**src/verilog/timer_pkg.sv**
```systemverilog
package timer_pkg;

   // Register byte offsets
   localparam logic [4:0] OFS_CLOCK = 5'h00;
   localparam logic [4:0] OFS_CONTROL = 5'h04;
   localparam logic [4:0] OFS_LIMIT = 5'h08;
   localparam logic [4:0] OFS_COUNT = 5'h0c;
   localparam logic [4:0] OFS_STATUS = 5'h10;

   // Clock register fields
   localparam int CLK_SRC_LSB = 0;
   localparam int CLK_DIV_LSB = 4;
   localparam int CLK_DBG_BIT = 8;

   // Control register fields
   localparam int CTL_ENABLE_BIT = 0;
   localparam int CTL_PRESET_BIT = 1;
   localparam int CTL_RUN_BIT = 2;
   localparam int CTL_MODE_LSB = 4;
   localparam int CTL_SINGLE_BIT = 6;
   localparam int CTL_PENDING_BIT = 8;

   // Status register fields
   localparam int STS_BUSY_BIT = 0;
   localparam int STS_UP_BIT = 1;

   // Reset values and count constants
   localparam logic [15:0] LIMIT_RESET = 16'hffff;
   localparam logic [15:0] COUNT_RESET = 16'h0000;
   localparam logic [15:0] COUNT_ZERO = 16'h0000;
   localparam logic [15:0] COUNT_ONE = 16'h0001;

   // Count clock sources
   typedef enum logic [1:0] {
      SRC_INTERNAL = 2'h0,
      SRC_PIN_RISE = 2'h1,
      SRC_PIN_FALL = 2'h2,
      SRC_OFF = 2'h3
   } count_source_e;

   // Direction modes
   typedef enum logic [1:0] {
      DIR_UP = 2'h0,
      DIR_DOWN = 2'h1,
      DIR_UPDOWN = 2'h2,
      DIR_SPARE = 2'h3
   } direction_mode_e;

   // Phase of the up/down walk
   typedef enum logic {
      PH_UP,
      PH_DOWN
   } phase_e;

   // Count clock configuration
   typedef struct packed {
      count_source_e source;
      logic [3:0] divide;
      logic debug_keep_running;
   } count_cfg_s;

endpackage

```
**src/verilog/count_tick.sv**
```systemverilog
`timescale 1ns/1ps
`default_nettype none
module count_tick
   import timer_pkg::*;
(
   input wire logic clk_sys,
   input wire logic reset,
   input wire count_cfg_s cfg,
   input wire logic external_count_input,
   input wire logic debug_mode,
   output logic tick
);

   typedef struct packed {
      logic [2:0] sync;
      logic level;
      logic [14:0] prescale;
      logic tick;
   } tick_state_s;

   tick_state_s st_r;
   tick_state_s st_nxt;
   logic [14:0] mask;
   logic halted;
   logic pin_rise;
   logic pin_fall;

   // Prescaler tap mask, ratio is two to the power of divide
   assign mask = 15'((16'h0001 << cfg.divide) - 16'h0001);
   assign halted = debug_mode & ~cfg.debug_keep_running; // see RL22
   assign pin_rise = (st_r.sync[1] == st_r.sync[2]) &
                     st_r.sync[2] & ~st_r.level;
   assign pin_fall = (st_r.sync[1] == st_r.sync[2]) &
                     ~st_r.sync[2] & st_r.level;

   // Pin filter, prescaler and count tick selection
   always_comb begin
      st_nxt = st_r;
      st_nxt.sync = {st_r.sync[1:0], external_count_input};
      if (st_r.sync[1] == st_r.sync[2]) begin
         st_nxt.level = st_r.sync[2];
      end
      st_nxt.tick = 1'b0;
      if (!halted) begin
         st_nxt.prescale = st_r.prescale + 15'h0001;
         case (cfg.source)
            SRC_INTERNAL: st_nxt.tick = (st_r.prescale & mask) == mask;
            SRC_PIN_RISE: st_nxt.tick = pin_rise; // see RL21
            SRC_PIN_FALL: st_nxt.tick = pin_fall; // see RL21
            default: st_nxt.tick = 1'b0;
         endcase
      end
   end

   // State register
   always_ff @(posedge clk_sys) begin
      if (reset) begin
         st_r <= '0;
      end else begin
         st_r <= st_nxt;
      end
   end

   assign tick = st_r.tick;

endmodule
`default_nettype wire

```
**src/verilog/updown_timer_counter_block.sv**
```systemverilog
`timescale 1ns/1ps
`default_nettype none
//Contract
// RL1: 16-bit counter steps once per count tick
// RL2: Mode field plus single-pass bit give six modes
// RL3: Counter stays within zero to limit
// RL4: Software waits for pending flag before limit write
// RL5: Software rewrites limit after counter wraps
// RL6: Preset clears, or loads limit in down mode
// RL7: Upward count past limit clears to zero
// RL8: Run bit starts counting
// RL9: Software reads count twice or stops first
// RL10: Busy status reads one while running
// RL11: Direction status reads one counting up
// RL12: Repeat up wraps and continues until run cleared
// RL13: Limit below count clears counter first; code clears it only while counting up
// RL14: Single-pass up wraps to zero then stops
// RL15: Repeat down reloads limit on underflow
// RL16: Single-pass down reloads limit then stops
// RL17: Up/down repeats, new limit after zero; code applies a staged limit at the next tick
// RL18: Single-pass up/down stops at zero descending
// RL19: Software orders comparator setup before run
// RL20: Software orders capture setup before run
// RL21: Pin source counts rising, inverted counts falling
// RL22: Debug halts counting unless keep-running set
// RL23: Automatic stop clears run and busy
// RL24: Counter holds while run or enable low
module updown_timer_counter_block
   import timer_pkg::*;
(
   input wire logic clk_sys,
   input wire logic reset,
   input wire logic [4:0] address,
   input wire logic read,
   input wire logic write,
   input wire logic [31:0] writedata,
   input wire logic [3:0] byteenable,
   output logic [31:0] readdata,
   output logic waitrequest,
   input wire logic external_count_input,
   input wire logic debug_mode,
   output logic [15:0] count_value,
   output logic count_up,
   output logic max_event,
   output logic zero_event
);

   ////////////////////////////////////////////////////////////////////////
   // State

   typedef struct packed {
      logic waitrequest;
      logic [31:0] readdata;
      count_cfg_s cfg;
      logic module_enable;
      logic run;
      direction_mode_e mode;
      logic single_pass_select;
      logic [15:0] limit_value;
      logic [15:0] active_limit;
      logic limit_write_pending;
      logic [15:0] count;
      phase_e phase;
      logic max_event;
      logic zero_event;
   } block_state_s;

   block_state_s st_r;
   block_state_s st_nxt;
   logic tick;
   logic access;
   logic wr_take;
   logic [31:0] clock_image;
   logic [31:0] control_image;
   logic [31:0] status_image;
   logic [31:0] wr_clock;
   logic [31:0] wr_control;
   logic [31:0] wr_limit;
   logic counting;
   logic [15:0] lim;

   // Merge write data into a register image under byte enables
   function automatic logic [31:0] merge_bytes(input logic [31:0] old_v,
                                               input logic [31:0] new_v,
                                               input logic [3:0] be);
      logic [31:0] res;
      res = old_v;
      for (int i = 0; i < 4; i++) begin
         if (be[i]) begin
            res[i*8 +: 8] = new_v[i*8 +: 8];
         end
      end
      return res;
   endfunction

   ////////////////////////////////////////////////////////////////////////
   // Count clock

   count_tick u_tick (
      .clk_sys(clk_sys),
      .reset(reset),
      .cfg(st_r.cfg),
      .external_count_input(external_count_input),
      .debug_mode(debug_mode),
      .tick(tick)
   );

   ////////////////////////////////////////////////////////////////////////
   // Register images

   // Readable views of the registers
   always_comb begin
      clock_image = '0;
      clock_image[CLK_SRC_LSB +: 2] = st_r.cfg.source;
      clock_image[CLK_DIV_LSB +: 4] = st_r.cfg.divide;
      clock_image[CLK_DBG_BIT] = st_r.cfg.debug_keep_running;
      control_image = '0;
      control_image[CTL_ENABLE_BIT] = st_r.module_enable;
      control_image[CTL_RUN_BIT] = st_r.run;
      control_image[CTL_MODE_LSB +: 2] = st_r.mode;
      control_image[CTL_SINGLE_BIT] = st_r.single_pass_select;
      control_image[CTL_PENDING_BIT] = st_r.limit_write_pending;
      status_image = '0;
      status_image[STS_BUSY_BIT] = st_r.run; // see RL10
      status_image[STS_UP_BIT] = (st_r.phase == PH_UP); // see RL11
   end

   // Bus handshake, one wait state per access
   assign access = read | write;
   assign wr_take = write & ~st_r.waitrequest;
   assign wr_clock = merge_bytes(clock_image, writedata, byteenable);
   assign wr_control = merge_bytes(control_image, writedata, byteenable);
   assign wr_limit = merge_bytes({16'h0000, st_r.limit_value}, writedata,
                                 byteenable);
   assign counting = st_r.module_enable & st_r.run; // see RL24
   // A staged limit is seen by the engine on the tick that applies it
   assign lim = st_r.limit_write_pending ? st_r.limit_value :
                st_r.active_limit; // see RL13

   ////////////////////////////////////////////////////////////////////////
   // Next state

   always_comb begin
      st_nxt = st_r;
      st_nxt.max_event = 1'b0;
      st_nxt.zero_event = 1'b0;
      st_nxt.waitrequest = ~(access & st_r.waitrequest);

      // Read data captured while the request waits
      if (read & st_r.waitrequest) begin
         case (address)
            OFS_CLOCK: st_nxt.readdata = clock_image;
            OFS_CONTROL: st_nxt.readdata = control_image;
            OFS_LIMIT: st_nxt.readdata = {16'h0000, st_r.limit_value};
            OFS_COUNT: st_nxt.readdata = {16'h0000, st_r.count}; // see RL9
            OFS_STATUS: st_nxt.readdata = status_image;
            default: st_nxt.readdata = '0;
         endcase
      end

      // Limit staging is applied at the next tick or at once when idle
      if (st_r.limit_write_pending && (tick || !counting)) begin
         st_nxt.active_limit = st_r.limit_value;
         st_nxt.limit_write_pending = 1'b0;
      end

      // Counter engine
      if (counting && tick) begin
         case (st_r.mode)
            DIR_DOWN: begin
               st_nxt.phase = PH_DOWN;
               if (st_r.count == COUNT_ZERO) begin
                  st_nxt.count = lim; // see RL15
                  st_nxt.max_event = 1'b1;
                  if (st_r.single_pass_select) begin
                     st_nxt.run = 1'b0; // see RL16
                  end
               end else begin
                  st_nxt.count = st_r.count - COUNT_ONE; // see RL1
                  st_nxt.zero_event = (st_r.count == COUNT_ONE);
               end
            end
            DIR_UPDOWN: begin
               if (st_r.phase == PH_UP) begin
                  if (st_r.count > lim) begin
                     st_nxt.count = COUNT_ZERO; // see RL13
                     st_nxt.zero_event = 1'b1;
                  end else if (st_r.count == lim) begin
                     st_nxt.phase = PH_DOWN; // see RL17
                     if (lim != COUNT_ZERO) begin
                        st_nxt.count = st_r.count - COUNT_ONE;
                     end
                     st_nxt.zero_event = (st_r.count == COUNT_ONE);
                  end else begin
                     st_nxt.count = st_r.count + COUNT_ONE;
                     st_nxt.max_event = (st_r.count + COUNT_ONE) == lim;
                  end
               end else if (st_r.count == COUNT_ZERO) begin
                  st_nxt.phase = PH_UP; // see RL17
                  if (lim != COUNT_ZERO) begin
                     st_nxt.count = COUNT_ONE;
                  end
                  st_nxt.max_event = (lim == COUNT_ONE);
               end else begin
                  st_nxt.count = st_r.count - COUNT_ONE;
                  if (st_r.count == COUNT_ONE) begin
                     st_nxt.zero_event = 1'b1;
                     if (st_r.single_pass_select) begin
                        st_nxt.run = 1'b0; // see RL18
                        st_nxt.phase = PH_UP;
                     end
                  end
               end
            end
            default: begin
               st_nxt.phase = PH_UP;
               if (st_r.count >= lim) begin
                  st_nxt.count = COUNT_ZERO; // see RL7
                  st_nxt.zero_event = 1'b1;
                  if (st_r.single_pass_select) begin
                     st_nxt.run = 1'b0; // see RL14 RL23
                  end
               end else begin
                  st_nxt.count = st_r.count + COUNT_ONE; // see RL12
                  st_nxt.max_event = (st_r.count + COUNT_ONE) == lim;
               end
            end
         endcase
      end

      // Register writes, a software write beats the automatic stop
      if (wr_take) begin
         case (address)
            OFS_CLOCK: begin
               st_nxt.cfg.source = count_source_e'(wr_clock[CLK_SRC_LSB +: 2]);
               st_nxt.cfg.divide = wr_clock[CLK_DIV_LSB +: 4];
               st_nxt.cfg.debug_keep_running = wr_clock[CLK_DBG_BIT];
            end
            OFS_CONTROL: begin
               st_nxt.module_enable = wr_control[CTL_ENABLE_BIT];
               st_nxt.run = wr_control[CTL_RUN_BIT]; // see RL8
               st_nxt.mode =
                  direction_mode_e'(wr_control[CTL_MODE_LSB +: 2]); // see RL2
               st_nxt.single_pass_select = wr_control[CTL_SINGLE_BIT];
               if (wr_control[CTL_PRESET_BIT]) begin
                  st_nxt.active_limit = st_r.limit_value;
                  st_nxt.limit_write_pending = 1'b0;
                  if (direction_mode_e'(wr_control[CTL_MODE_LSB +: 2])
                      == DIR_DOWN) begin
                     st_nxt.count = st_r.limit_value; // see RL6
                     st_nxt.phase = PH_DOWN;
                  end else begin
                     st_nxt.count = COUNT_ZERO; // see RL6
                     st_nxt.phase = PH_UP;
                  end
               end
            end
            OFS_LIMIT: begin
               st_nxt.limit_value = wr_limit[15:0]; // see RL3
               st_nxt.limit_write_pending = 1'b1;
            end
            default: begin
            end
         endcase
      end
   end

   ////////////////////////////////////////////////////////////////////////
   // State register

   always_ff @(posedge clk_sys) begin
      if (reset) begin
         st_r <= '0;
         st_r.waitrequest <= 1'b1;
         st_r.limit_value <= LIMIT_RESET;
         st_r.active_limit <= LIMIT_RESET;
         st_r.count <= COUNT_RESET;
         st_r.phase <= PH_UP;
      end else begin
         st_r <= st_nxt;
      end
   end

   // Outputs straight from the state register
   assign readdata = st_r.readdata;
   assign waitrequest = st_r.waitrequest;
   assign count_value = st_r.count;
   assign count_up = (st_r.phase == PH_UP);
   assign max_event = st_r.max_event;
   assign zero_event = st_r.zero_event;

endmodule
`default_nettype wire
```
**config.mk**
```make
export PLATFORM = sky130hd
export DESIGN_NAME = updown_timer_counter_block
export DESIGN_NICKNAME = d
export VERILOG_FILES = /design/src/verilog/timer_pkg.sv /design/src/verilog/count_tick.sv /design/src/verilog/updown_timer_counter_block.sv
export SDC_FILE = /design/constraint.sdc
export NUM_CORES = 1
export LEC_CHECK = 0
export ABC_CLOCK_PERIOD_IN_PS = 4300
export BUFFER_PORTS_ARGS = -buffer_cell sky130_fd_sc_hd__buf_2
export CAP_MARGIN = 0
export CORE_MARGIN = 2
export CORE_UTILIZATION = 45
export CTS_CLUSTER_DIAMETER = 80
export DETAILED_ROUTE_END_ITERATION = 16
export SETUP_SLACK_MARGIN = 0.4
export SLEW_MARGIN = 0
export SYNTH_ARGS = -nofsm -noshare
export SYNTH_HDL_FRONTEND = slang
export SYNTH_HIERARCHICAL = 1
export SYNTH_SLANG_ARGS = --single-unit
export TNS_END_PERCENT = 100
```
**constraint.sdc**
```tcl
create_clock -name clk_sys -period 4.3 [get_ports clk_sys]
set_input_delay 0.86 -clock clk_sys [delete_from_list [all_inputs] [get_ports clk_sys]]
set_output_delay 0.86 -clock clk_sys [all_outputs]
set_load 0.01 [all_outputs]
```
# ---- Word level (Yosys, flattened, before mapping)
# Cells that the tools add are included.
dict set report op_classes {
  n_reduce_logical 16
  n_addsub 4
  bitwise 18
  shifts 1
  eq_ne 16
  n_mux 47
  order_cmp 2
}
# operator count
set op_table {}
lappend op_table {{16-bit two-way mux} 9}
lappend op_table {{16-bit case mux with 5 select lines} 1}
lappend op_table {{17-bit two-way mux} 4}
lappend op_table {{54-bit two-way mux} 1}
lappend op_table {{19-bit two-way mux} 2}
lappend op_table {{19-bit case mux with 2 select lines} 1}
lappend op_table {{34-bit two-way mux} 1}
lappend op_table {{16-bit by 1-bit equality test with 1-bit output (second input constant)} 2}
lappend op_table {{16-bit equality test} 2}
lappend op_table {{1-bit two-way mux} 20}
lappend op_table {{16-bit by 1-bit adder with 16-bit output (second input constant)} 1}
lappend op_table {{16-bit greater-or-equal comparator} 1}
lappend op_table {{16-bit greater-than comparator} 1}
lappend op_table {{16-bit zero test} 1}
lappend op_table {{8-bit two-way mux} 2}
lappend op_table {{16-bit nonzero test} 1}
lappend op_table {{16-bit by 1-bit subtractor with 16-bit output (second input constant)} 1}
lappend op_table {{15-bit by 1-bit adder with 15-bit output (second input constant)} 1}
lappend op_table {{15-bit bitwise AND} 1}
lappend op_table {{15-bit equality test} 1}
lappend op_table {{3-bit AND reduction} 5}
lappend op_table {{1-bit by 4-bit left shift with 15-bit output (first input constant)} 1}
lappend op_table {{15-bit by 1-bit subtractor with 15-bit output (second input constant)} 1}
lappend op_table {{5-bit by 4-bit equality test with 1-bit output (second input constant)} 2}
lappend op_table {{21 further kinds} 41}
dict set report word_totals {
  elab_cells 125
  ff_bits 117
  input_bits 47
}

# ---- Logic depth before layout (Yosys ltp)
# Gate-level depths: netlist of run 1.
dict set report logic_depth {
  depth_word 11
  depth_mapped 13
  depth_no_buf 10
}

# ---- Cells and area by module
# Netlist of run 1, hierarchy kept.
# mod cells_each area_each_um2 n_inst seq_area_each_um2
set modules_own_cells {}
lappend modules_own_cells {updown_timer_counter_block 860 6700.2 1 1621.6}
lappend modules_own_cells {count_tick 147 1182.4 1 400.4}

# ---- Least setup slack after synthesis of run 1
# No wires, ideal clock.
dict set report synth_path {
  path_kind {register to register}
  start {register st_r, in the netlist control_image[8]}
  end {register st_r, in the netlist count_value[13]}
  slack_ns 1.126
  t_arrival_ns 3.083
  path_stages_with_launch 12
  cell_sequence {dfxtp_1 buf_8 buf_2 mux2i_1 ha_1 nand4_1 nor4_2 a2111oi_0 nand3_1 o32ai_1 nand2_1 a311oi_1}
}
dict set report synth_via {
  elab_chain_cells 11
}
# element line_no
set synth_rtl {}
lappend synth_rtl {{start: declaration} updown_timer_counter_block.sv:68} ;# block_state_s st_r;
lappend synth_rtl {{start signal: assignment} updown_timer_counter_block.sv:280} ;# st_r <= st_nxt;
lappend synth_rtl {{16-bit two-way mux (*)} updown_timer_counter_block.sv:137} ;# assign lim = st_r.limit_write_pending ? st_r.limit_value :
lappend synth_rtl {{parallel branches: the longest is 5 deep, another holds 16-bit greater-than comparator} n/a}
lappend synth_rtl {{19-bit case mux with 2 select lines (*)} updown_timer_counter_block.sv:169} ;# case (st_r.mode)
lappend synth_rtl {{19-bit two-way mux (*)} updown_timer_counter_block.sv:168} ;# if (counting && tick) begin
lappend synth_rtl {{34-bit two-way mux} updown_timer_counter_block.sv:245} ;# if (wr_control[CTL_PRESET_BIT]) begin
lappend synth_rtl {{17-bit two-way mux} updown_timer_counter_block.sv:233} ;# case (address)
lappend synth_rtl {{54-bit two-way mux (*)} updown_timer_counter_block.sv:232} ;# if (wr_take) begin
# Mark *: on every way between the ends.
# A chain may end at the register's enable or synchronous reset.

# ---- Final worst setup path of run 1
dict set report layout_path {
  start {register st_r, in the netlist control_image[8]}
  end {register st_r, in the netlist max_event}
}
dict set report layout_via {
  elab_chain_cells 6
}
# element line_no
set layout_rtl {}
lappend layout_rtl {{16-bit two-way mux (*)} updown_timer_counter_block.sv:137}
lappend layout_rtl {{parallel branches: the longest is 4 deep, another holds 16-bit greater-than comparator} n/a}
lappend layout_rtl {{19-bit case mux with 2 select lines (*)} updown_timer_counter_block.sv:169}
# Marks and branches as above.

==> reports/results.tsv, run 1 <==
stage	metric	value	unit
place	post-dp-hpwl	20300	um
critical_path	r2r_start	control_image[8]$_SDFF_PP0_	
place	place_area	0.00809	mm2
synthesis	seq_area_frac_synth	25.7	%
power	switching_share	25.4	%
grt	antenna_found_initial	0	
critical_path	path_delay_family	simple AND/OR/NAND/NOR gates	
critical_path	r2r_cells	10	
finish	synthToLayoutAreaGrowth	6.29	%
sta	setup_tns	0	ns
critical_path	reg2reg_slack	0.75	ns
critical_path	worst-path-buf-inv	2	
sta	relSlewSlack	33.4	%
sta	fin_crit	3.55	ns
finish	final_common_cell	nand2_1	
synthesis	synth-edff-count	0	
sta	worst_pin_slew	0.997	ns
synthesis	synthesis.area	0.00788	mm2
floorplanning	die_area	0.0186	mm2
grt	grt_pass1_wl	42400	um
grt	gr-total-overflow	0	
grt	grt_pass1_vias	7200	
critical_path	cp-end-kind	flop	
cts	cts_root_buf	clkbuf_16	
cts	cts_buffer_depth	2	
synthesis	syn_inst	1007	
hold_path	min_to	u_tick/st_nxt[19]$_SDFF_PP0_	
power	seq_power_share	51.5	%
finish	fin_area	0.00838	mm2
detailed_routing	drt_iter0_drc	982	
critical_path	r2r-end	max_event$_SDFF_PP0_	
detailed_routing	via_per_inst	6.28	
finish	drive_above_1_share	15.8	%
critical_path	crit_required	4.60	ns
power	p_leak	3.18	nW
detailed_routing	drc_errors	0	
cts	clk_pin_slew	0.08	ns
critical_path	cpMostUsedCell	buf_4	
power	power_switching	0.467	mW
detailed_routing	ant_nets	0	
sta	timing_hold_violations_final	0	
floorplanning	io-pin-count	99	
synthesis	syn_avg_cell_area	7.83	um2
finish	diodes	0	
finish	final_cell_mix	115 x nand2_1, 101 x dfxtp_1, 89 x nor2_1, 73 x a21oi_1, 64 x buf_2	
sta	fmax	0.282	GHz
sta	finalSetupViolations	0	
status	status	finished, final reports clean	
synthesis	ys_warn_count	6	
floorplanning	core	0.0172	mm2
sta	finClkSkew	0.0127	ns
power	p_int	1.37	mW
floorplanning	die_h	136	um
critical_path	crit_path_start_kind	flop	
synthesis	ys_seq_elements	101	
cts	clock-sinks	101	
cts	clk_latency	0.36	ns
flow_run	maxCapViolCount	0	
hold_path	min_from	u_tick/st_nxt[18]$_SDFF_PP0_	
sta	maxSlewViolCount	0	
critical_path	cp.arrival	3.85	ns
cts	cts_tree	yes	
cts	postCtsSetupBuffers	0	
detailed_routing	vias	7876	
critical_path	cp_slowest_cell	nor4b_1	
hold_path	holdPathStages	1	
critical_path	slowest_delay	0.65	ns
detailed_routing	wl_per_cell	22.2	um
detailed_routing	drt-pass1-iter-count	7	
critical_path	criticalPathCategory	flop to flop	
power	pwr-share-clk	43.4	%
sta	final.period_utilization	82.5	%
floorplanning	die_x	136	um
critical_path	critPathMaxFanout	16	
grt	grt_max_degree	35	
synthesis	yosysUniqueCellTypes	95	
power	pwr-share-comb	5.1	%
place	port_buffers	64	
power	ir_drop	225	uV
cts	h-tree-depth	3	
synthesis	synth_ff_type	dfxtp_1	
synthesis	synth-async-reset-ratio	0	%
finish	nNetsFinal	1097	
place	place_congestion	0.992	
grt	gr-usage-all-layers	30.1	%
power	powerDensity	219	mW/mm2
sta	rsz0062_at_grt	no	
finish	nFillCells	1760	
cts	cts_buffers	9	
hold_path	hold_path_class	flop to flop	
floorplanning	rows	48	
detailed_routing	wirelength	27800	um
floorplanning	initial_utilization	45.7	%
critical_path	crit_chain	buf_4 -> mux2i_2 -> ha_1 -> nand4_1 -> nor4_2 -> buf_4 -> a2111oi_1 -> nand3_1 -> nor4b_1 -> o211a_1	
cts	cts_hold_buffers	0	
-- timing repair --
action                     CTS  global route
gates resized for setup      0             4
hold endpoints to repair     0             0
setup endpoints to repair    0             6
-- stage by stage --
| step | hold slack [ns] | cells | util [%] | power (mW) | worst slack, ns |
|---|---|---|---|---|---|
| after global placement | 0.420 | 1238 | 46.9 | 1.06 | 0.669 |
| after global routing | 0.477 | 1254 | 48.6 | 1.90 | 0.482 |
| final | 0.451 | 1254 | 48.6 | 1.84 | 0.750 |
| after detailed placement | 0.430 | 1238 | 46.9 | 1.06 | 0.687 |
| after floorplan | 0.414 | 1022 | - | 1.03 | 1.13 |
| after CTS | 0.454 | 1254 | 48.5 | 1.84 | 0.641 |
-- metal layers --
metal	vias to the layer above	wire [um]	GRT usage, %
li1	3641	-	-
met1	3695	11800	41.2
met2	452	12200	46.2
met3	88	2470	5.07
met4	0	1370	13.9
met5	-	0	0
-- cell type report --
class	instances	area, um2	area share [%]
inverter	20	75.1	0.896
timing repair buffer	110	666	7.95
clock inverter	5	42.5	0.508
tap	225	282	3.36
clock buffer	11	233	2.78
sequential	101	2020	24.1
multi-input combinational	782	5060	60.4
-- power groups by stage --
| stage | sequential, mW | combinational, mW | clock [mW] |
|---|---|---|---|
| 6_report | 0.947 | 0.0933 | 0.797 |
| 5_1_grt | 0.948 | 0.101 | 0.849 |
| 4_1_cts | 0.947 | 0.0917 | 0.806 |
| 3_5_place_dp | 0.969 | 0.0916 | 0 |
| 3_3_place_gp | 0.968 | 0.0921 | 0 |
| 2_1_floorplan | 0.967 | 0.0662 | 0 |
-- logic make-up after synthesis --
| family | count (synthesis) | share of synthesized area (%) |
|---|---|---|
| AND/OR/NAND/NOR | 386 | 24.7 |
| AO/OA/AOI/OAI | 250 | 21.6 |
| buffers and inverters | 139 | 11.0 |
| flip-flops | 101 | 25.7 |
| XOR/XNOR | 52 | 5.95 |
| multiplexers | 52 | 6.90 |
| adder cells (fa/ha/maj) | 26 | 4.13 |
| other | 1 | 0.0476 |
-- sequential cells by signal (all words and copies together), names as in the netlist --
name and count:
waitrequest 1, st_r 33, control_image 6, readdata 16
max_event 1, u_tick/tick 1, clock_image 7, u_tick/st_r 17
count_value 16, u_tick/st_nxt 2, zero_event 1
-- synthesized netlist by cell type, types with 5 or more instances --
cell type  number  area (um2)
ha_1           26         325
inv_1          18        67.6
xnor2_1        34         298
nor4b_1         5        43.8
nand4_1        21         131
o2111ai_1       5        43.8
o21bai_1        5        37.5
buf_6           5        56.3
a31oi_1        12        75.1
nand3_1        42         210
clkbuf_8        8         110
nor2_1         89         334
and3_1         12        75.1
a211oi_1       10        75.1
o21ai_0        45         225
clkbuf_1       38         143
buf_4          53         398
o211ai_1       11        82.6
or3_1           6        37.5
a22oi_1         9        67.6
a221oi_1        7        61.3
a21o_1          6        45.0
nand2b_1        6        37.5
a21oi_1        73         365
and2_1          6        37.5
xor2_1         17         149
a222oi_1        6        60.1
nor4_1         13        81.3
dfxtp_1       101        2020
mux2i_1        46         460
nand2_1       115         432
nor3_1         24         120
buf_2          11        55.1
nor2b_1        11        68.8
-- how the worst max path moves through the flow --
stage,start,end,slack (ns),cells after the start
floorplan,control_image[8]$_SDFF_PP0_,count_value[13]$_SDFF_PP0_,1.13,11
finish,control_image[8]$_SDFF_PP0_,max_event$_SDFF_PP0_,0.75,10
global route,control_image[8]$_SDFF_PP0_,count_value[13]$_SDFF_PP0_,0.48,14
detailed placement,control_image[8]$_SDFF_PP0_,count_value[13]$_SDFF_PP0_,0.69,12
CTS,control_image[8]$_SDFF_PP0_,count_value[13]$_SDFF_PP0_,0.64,12
global placement,control_image[8]$_SDFF_PP0_,count_value[13]$_SDFF_PP0_,0.67,12
Note: power is estimated with default switching activity, not from simulation.
==> inputs of run 2 (changes only) <==
Settings changed: ABC_AREA set to 1, ABC_CLOCK_PERIOD_IN_PS 4300 to 3150, PLACE_DENSITY set to 0.67.
Clock period 4.3 ns to 3.15 ns, I/O delays scaled along.
==> reports/results.tsv, run 2 <==
stage	metric	value	unit	change
cts	cts_tree	yes		unchanged
finish	final_common_cell	nand2_1		unchanged
cts	clk_latency	0.36	ns	about the same
grt	antenna_found_initial	1		was 0
critical_path	cp-end-kind	flop		unchanged
place	place_congestion	0.980		was 0.992
finish	largest_reg_flops	33		unchanged
finish	drive_above_1_share	15.7	%	was 15.8%
power	switching_share	25.8	%	was 25.4%
floorplanning	core	0.0172	mm2	unchanged
place	port_buffers	64		unchanged
power	ir_drop	275	uV	was 225 uV
detailed_routing	drc_errors	0		unchanged
grt	grt_max_degree	48		was 35
floorplanning	die_h	137	um	was 136 um
power	p_leak	4.14	nW	was 3.18 nW
sta	fmax	0.377	GHz	was 0.282 GHz
cts	cts_buffers	9		unchanged
critical_path	slowest_delay	0.37	ns	was 0.65 ns
cts	cts_buffer_depth	2		unchanged
finish	nFillCells	1817		was 1760
synthesis	seq_area_frac_synth	25.5	%	was 25.7%
finish	final_cell_mix	378 x nand2_1, 118 x inv_1, 113 x nor2_1, 104 x nand3_1, 100 x dfxtp_1		was 115 x nand2_1, 101 x dfxtp_1, 89 x nor2_1, 73 x a21oi_1, 64 x buf_2
critical_path	cp.arrival	2.88	ns	was 3.85 ns
place	post-dp-hpwl	18700	um	was 20300 um
cts	clock-sinks	101		unchanged
detailed_routing	wl_per_cell	16.3	um	was 22.2 um
synthesis	post-synth-top-count-cell	nand2_1		unchanged
power	powerDensity	302	mW/mm2	was 219 mW/mm2
floorplanning	die_area	0.0187	mm2	was 0.0186 mm2
cts	cts_hold_buffers	0		unchanged
sta	fin_crit	2.65	ns	was 3.55 ns
synthesis	synth.largest_area_cell	dfxtp_1		unchanged
synthesis	ys_warn_count	6		unchanged
synthesis	ys_seq_elements	101		unchanged
hold_path	hold_path_class	flop to flop		unchanged
sta	worst_pin_slew	0.858	ns	was 0.997 ns
status	status	finished, final reports clean		unchanged
critical_path	reg2reg_slack	0.50	ns	was 0.75 ns
synthesis	synthesis.area	0.00792	mm2	was 0.00788 mm2
finish	diodes	0		unchanged
finish	nNetsFinal	1389		was 1097
detailed_routing	vias	8338		was 7876
sta	relSlewSlack	42.8	%	was 33.4%
critical_path	cp_slowest_cell	dfxtp_4		was nor4b_1
synthesis	syn_inst	1284		was 1007
synthesis	synth_top_cells_by_count	391 x nand2_1, 123 x inv_1, 120 x nor2_1		was 115 x nand2_1, 101 x dfxtp_1, 89 x nor2_1
detailed_routing	via_per_inst	5.39		was 6.28
place	dpl_worst_slack	0.265	ns	was 0.687 ns
floorplanning	initial_utilization	46.0	%	was 45.7%
critical_path	crit_chain	buf_12 -> inv_16 -> nand2_1 -> nand2_2 -> inv_1 -> ha_1 -> nand2_1 -> nor2_2 -> nand2_2 -> o21ai_4 -> nor2_4 -> nand2_2 -> buf_4 -> nand2_1 -> o21ai_1 -> nand2_1 -> nand2_1 -> a21oi_1		was buf_4 -> mux2i_2 -> ha_1 -> nand4_1 -> nor4_2 -> buf_4 -> a2111oi_1 -> nand3_1 -> nor4b_1 -> o211a_1
power	pwr-share-clk	45.7	%	was 43.4%
sta	rsz0062_at_grt	yes		was no
critical_path	startpoint	control_image[8]$_SDFF_PP0_		unchanged
cts	h-tree-depth	3		unchanged
floorplanning	rows	48		unchanged
flow_run	maxCapViolCount	0		unchanged
detailed_routing	drt-pass1-iter-count	5		was 7
synthesis	synth_top_area_share	25.5	%	was 25.7%
grt	grt_pass1_wl	39700	um	was 42400 um
finish	multi_input_area	0.00492	mm2	was 0.00506 mm2
floorplanning	die_x	137	um	was 136 um
finish	top_regs	st_r x33, u_tick/st_r x17		unchanged
floorplanning	io-pin-count	99		unchanged
critical_path	crit_path_start_kind	flop		unchanged
sta	setup_tns	0	ns	unchanged
synthesis	synth_ff_type	dfxtp_1		unchanged
finish	synthToLayoutAreaGrowth	10.1	%	was 6.29%
synthesis	synth-async-reset-ratio	0	%	unchanged
cts	clk_pin_slew	0.08	ns	about the same
detailed_routing	drt_iter0_drc	852		was 982
finish	top_register	st_r		unchanged
grt	gr-total-overflow	0		unchanged
power	power_switching	0.679	mW	was 0.467 mW
synthesis	syn_avg_cell_area	6.17	um2	was 7.83 um2
power	seq_power_share	48.9	%	was 51.5%
synthesis	yosysUniqueCellTypes	46		was 95
cts	cts_root_buf	clkbuf_16		unchanged
critical_path	criticalPathCategory	flop to flop		unchanged
hold_path	min_from	u_tick/st_nxt[18]$_SDFF_PP0_		unchanged
finish	register_area	0.00203	mm2	was 0.00202 mm2
sta	final.period_utilization	84.3	%	was 82.5%
sta	finalSetupViolations	0		unchanged
synthesis	synth.area.top_cells	dfxtp_1 26%, nand2_1 19%, nand3_1 6.6%, inv_1 5.8%, nor2_1 5.7%		was dfxtp_1 26%, mux2i_1 5.8%, nand2_1 5.5%, buf_4 5.0%, a21oi_1 4.6%
grt	gr-usage-all-layers	27.2	%	was 30.1%
power	pwr-share-comb	5.4	%	was 5.1%
critical_path	critPathMaxFanout	17		was 16
grt	grt_pass1_vias	7377		was 7200
critical_path	cpMostUsedCell	nand2_1		was buf_4
sta	fin_ws	0.496	ns	was 0.750 ns
critical_path	r2r_start	control_image[8]$_SDFF_PP0_		unchanged
detailed_routing	ant_nets	0		unchanged
sta	timing_hold_violations_final	0		unchanged
sta	maxSlewViolCount	0		unchanged
synthesis	synth-edff-count	0		unchanged
power	p_int	1.96	mW	was 1.37 mW
sta	finClkSkew	0.0110	ns	was 0.0127 ns
detailed_routing	wirelength	25200	um	was 27800 um
critical_path	crit_required	3.37	ns	was 4.60 ns
==> run 2: final timing paths <==
path                                    to  cells after the start
min           u_tick/st_nxt[19]$_SDFF_PP0_                      2
max          control_image[2]$_SDFFE_PP0P_                     18
min reg2reg   u_tick/st_nxt[19]$_SDFF_PP0_                      2
max reg2reg  control_image[2]$_SDFFE_PP0P_                     18
==> run 2: what timing repair did <==
action	in CTS	in global routing
cloned	0	1
endpoints found under the setup margin	13	33
hold endpoints to repair	0	0
pin swaps	0	9
resized for setup	6	40
setup buffers	0	6
==> run 2: critical path: cells and delay by family (launching register included) <==
family,cells,cell delay (ns)
DFF,1,0.37
and+or+nand+nor,10,0.94
adders and majority gates,1,0.29
AOI/OAI and AO/OA,3,0.43
buffers and inverters,4,0.47
==> run 2: layout make-up <==
type | count | share of cell area (%)
sequential | 101 | 23.2
tap | 225 | 3.23
clock inverter | 7 | 0.947
multi-input combinational | 965 | 56.4
inverter | 134 | 6.04
clock buffer | 9 | 2.58
timing repair buffer | 105 | 7.59
==> run 2: cell families after synthesis <==
group	count (synthesis)	synth area share, %
AOI/OAI and AO/OA	217	16.1
xor gates and xnor gates	30	3.32
DFF	101	25.5
other	1	0.0473
and+or+nand+nor	676	36.4
adders and majority gates	26	4.11
buffers and inverters	233	14.6
==> run 2: power by group through the flow <==
| stage | Clock (mW) | Sequential (mW) | Combinational [mW] |
|---|---|---|---|
| floorplan | 0 | 1.32 | 0.103 |
| global placement | 0 | 1.32 | 0.139 |
| detailed placement | 0 | 1.32 | 0.140 |
| CTS | 1.22 | 1.29 | 0.140 |
| global route | 1.26 | 1.29 | 0.160 |
| finish | 1.20 | 1.29 | 0.142 |
==> run 2: per-layer routing <==
metal  wire, um  global-route usage, %  share of wire, %  up-vias
met3       2140                   4.59               8.5       36
met2      10800                   40.8                43      366
met4        423                   8.45               1.7        2
li1           -                      -                 -     4159
met1      11800                   39.6                47     3775
met5         13                      0             0.052        -
==> run 2: through the flow <==
stage | hold WS, ns | utilization, % | instance area [um2] | total power [mW] | instances
6_report | 0.408 | 50.6 | 8720 | 2.64 | 1546
3_5_place_dp | 0.403 | 47.6 | 8210 | 1.46 | 1523
2_1_floorplan | 0.388 | - | 7980 | 1.42 | 1299
3_3_place_gp | 0.396 | 47.6 | 8210 | 1.46 | 1523
5_1_grt | 0.436 | 50.6 | 8720 | 2.72 | 1546
4_1_cts | 0.413 | 49.5 | 8520 | 2.65 | 1539
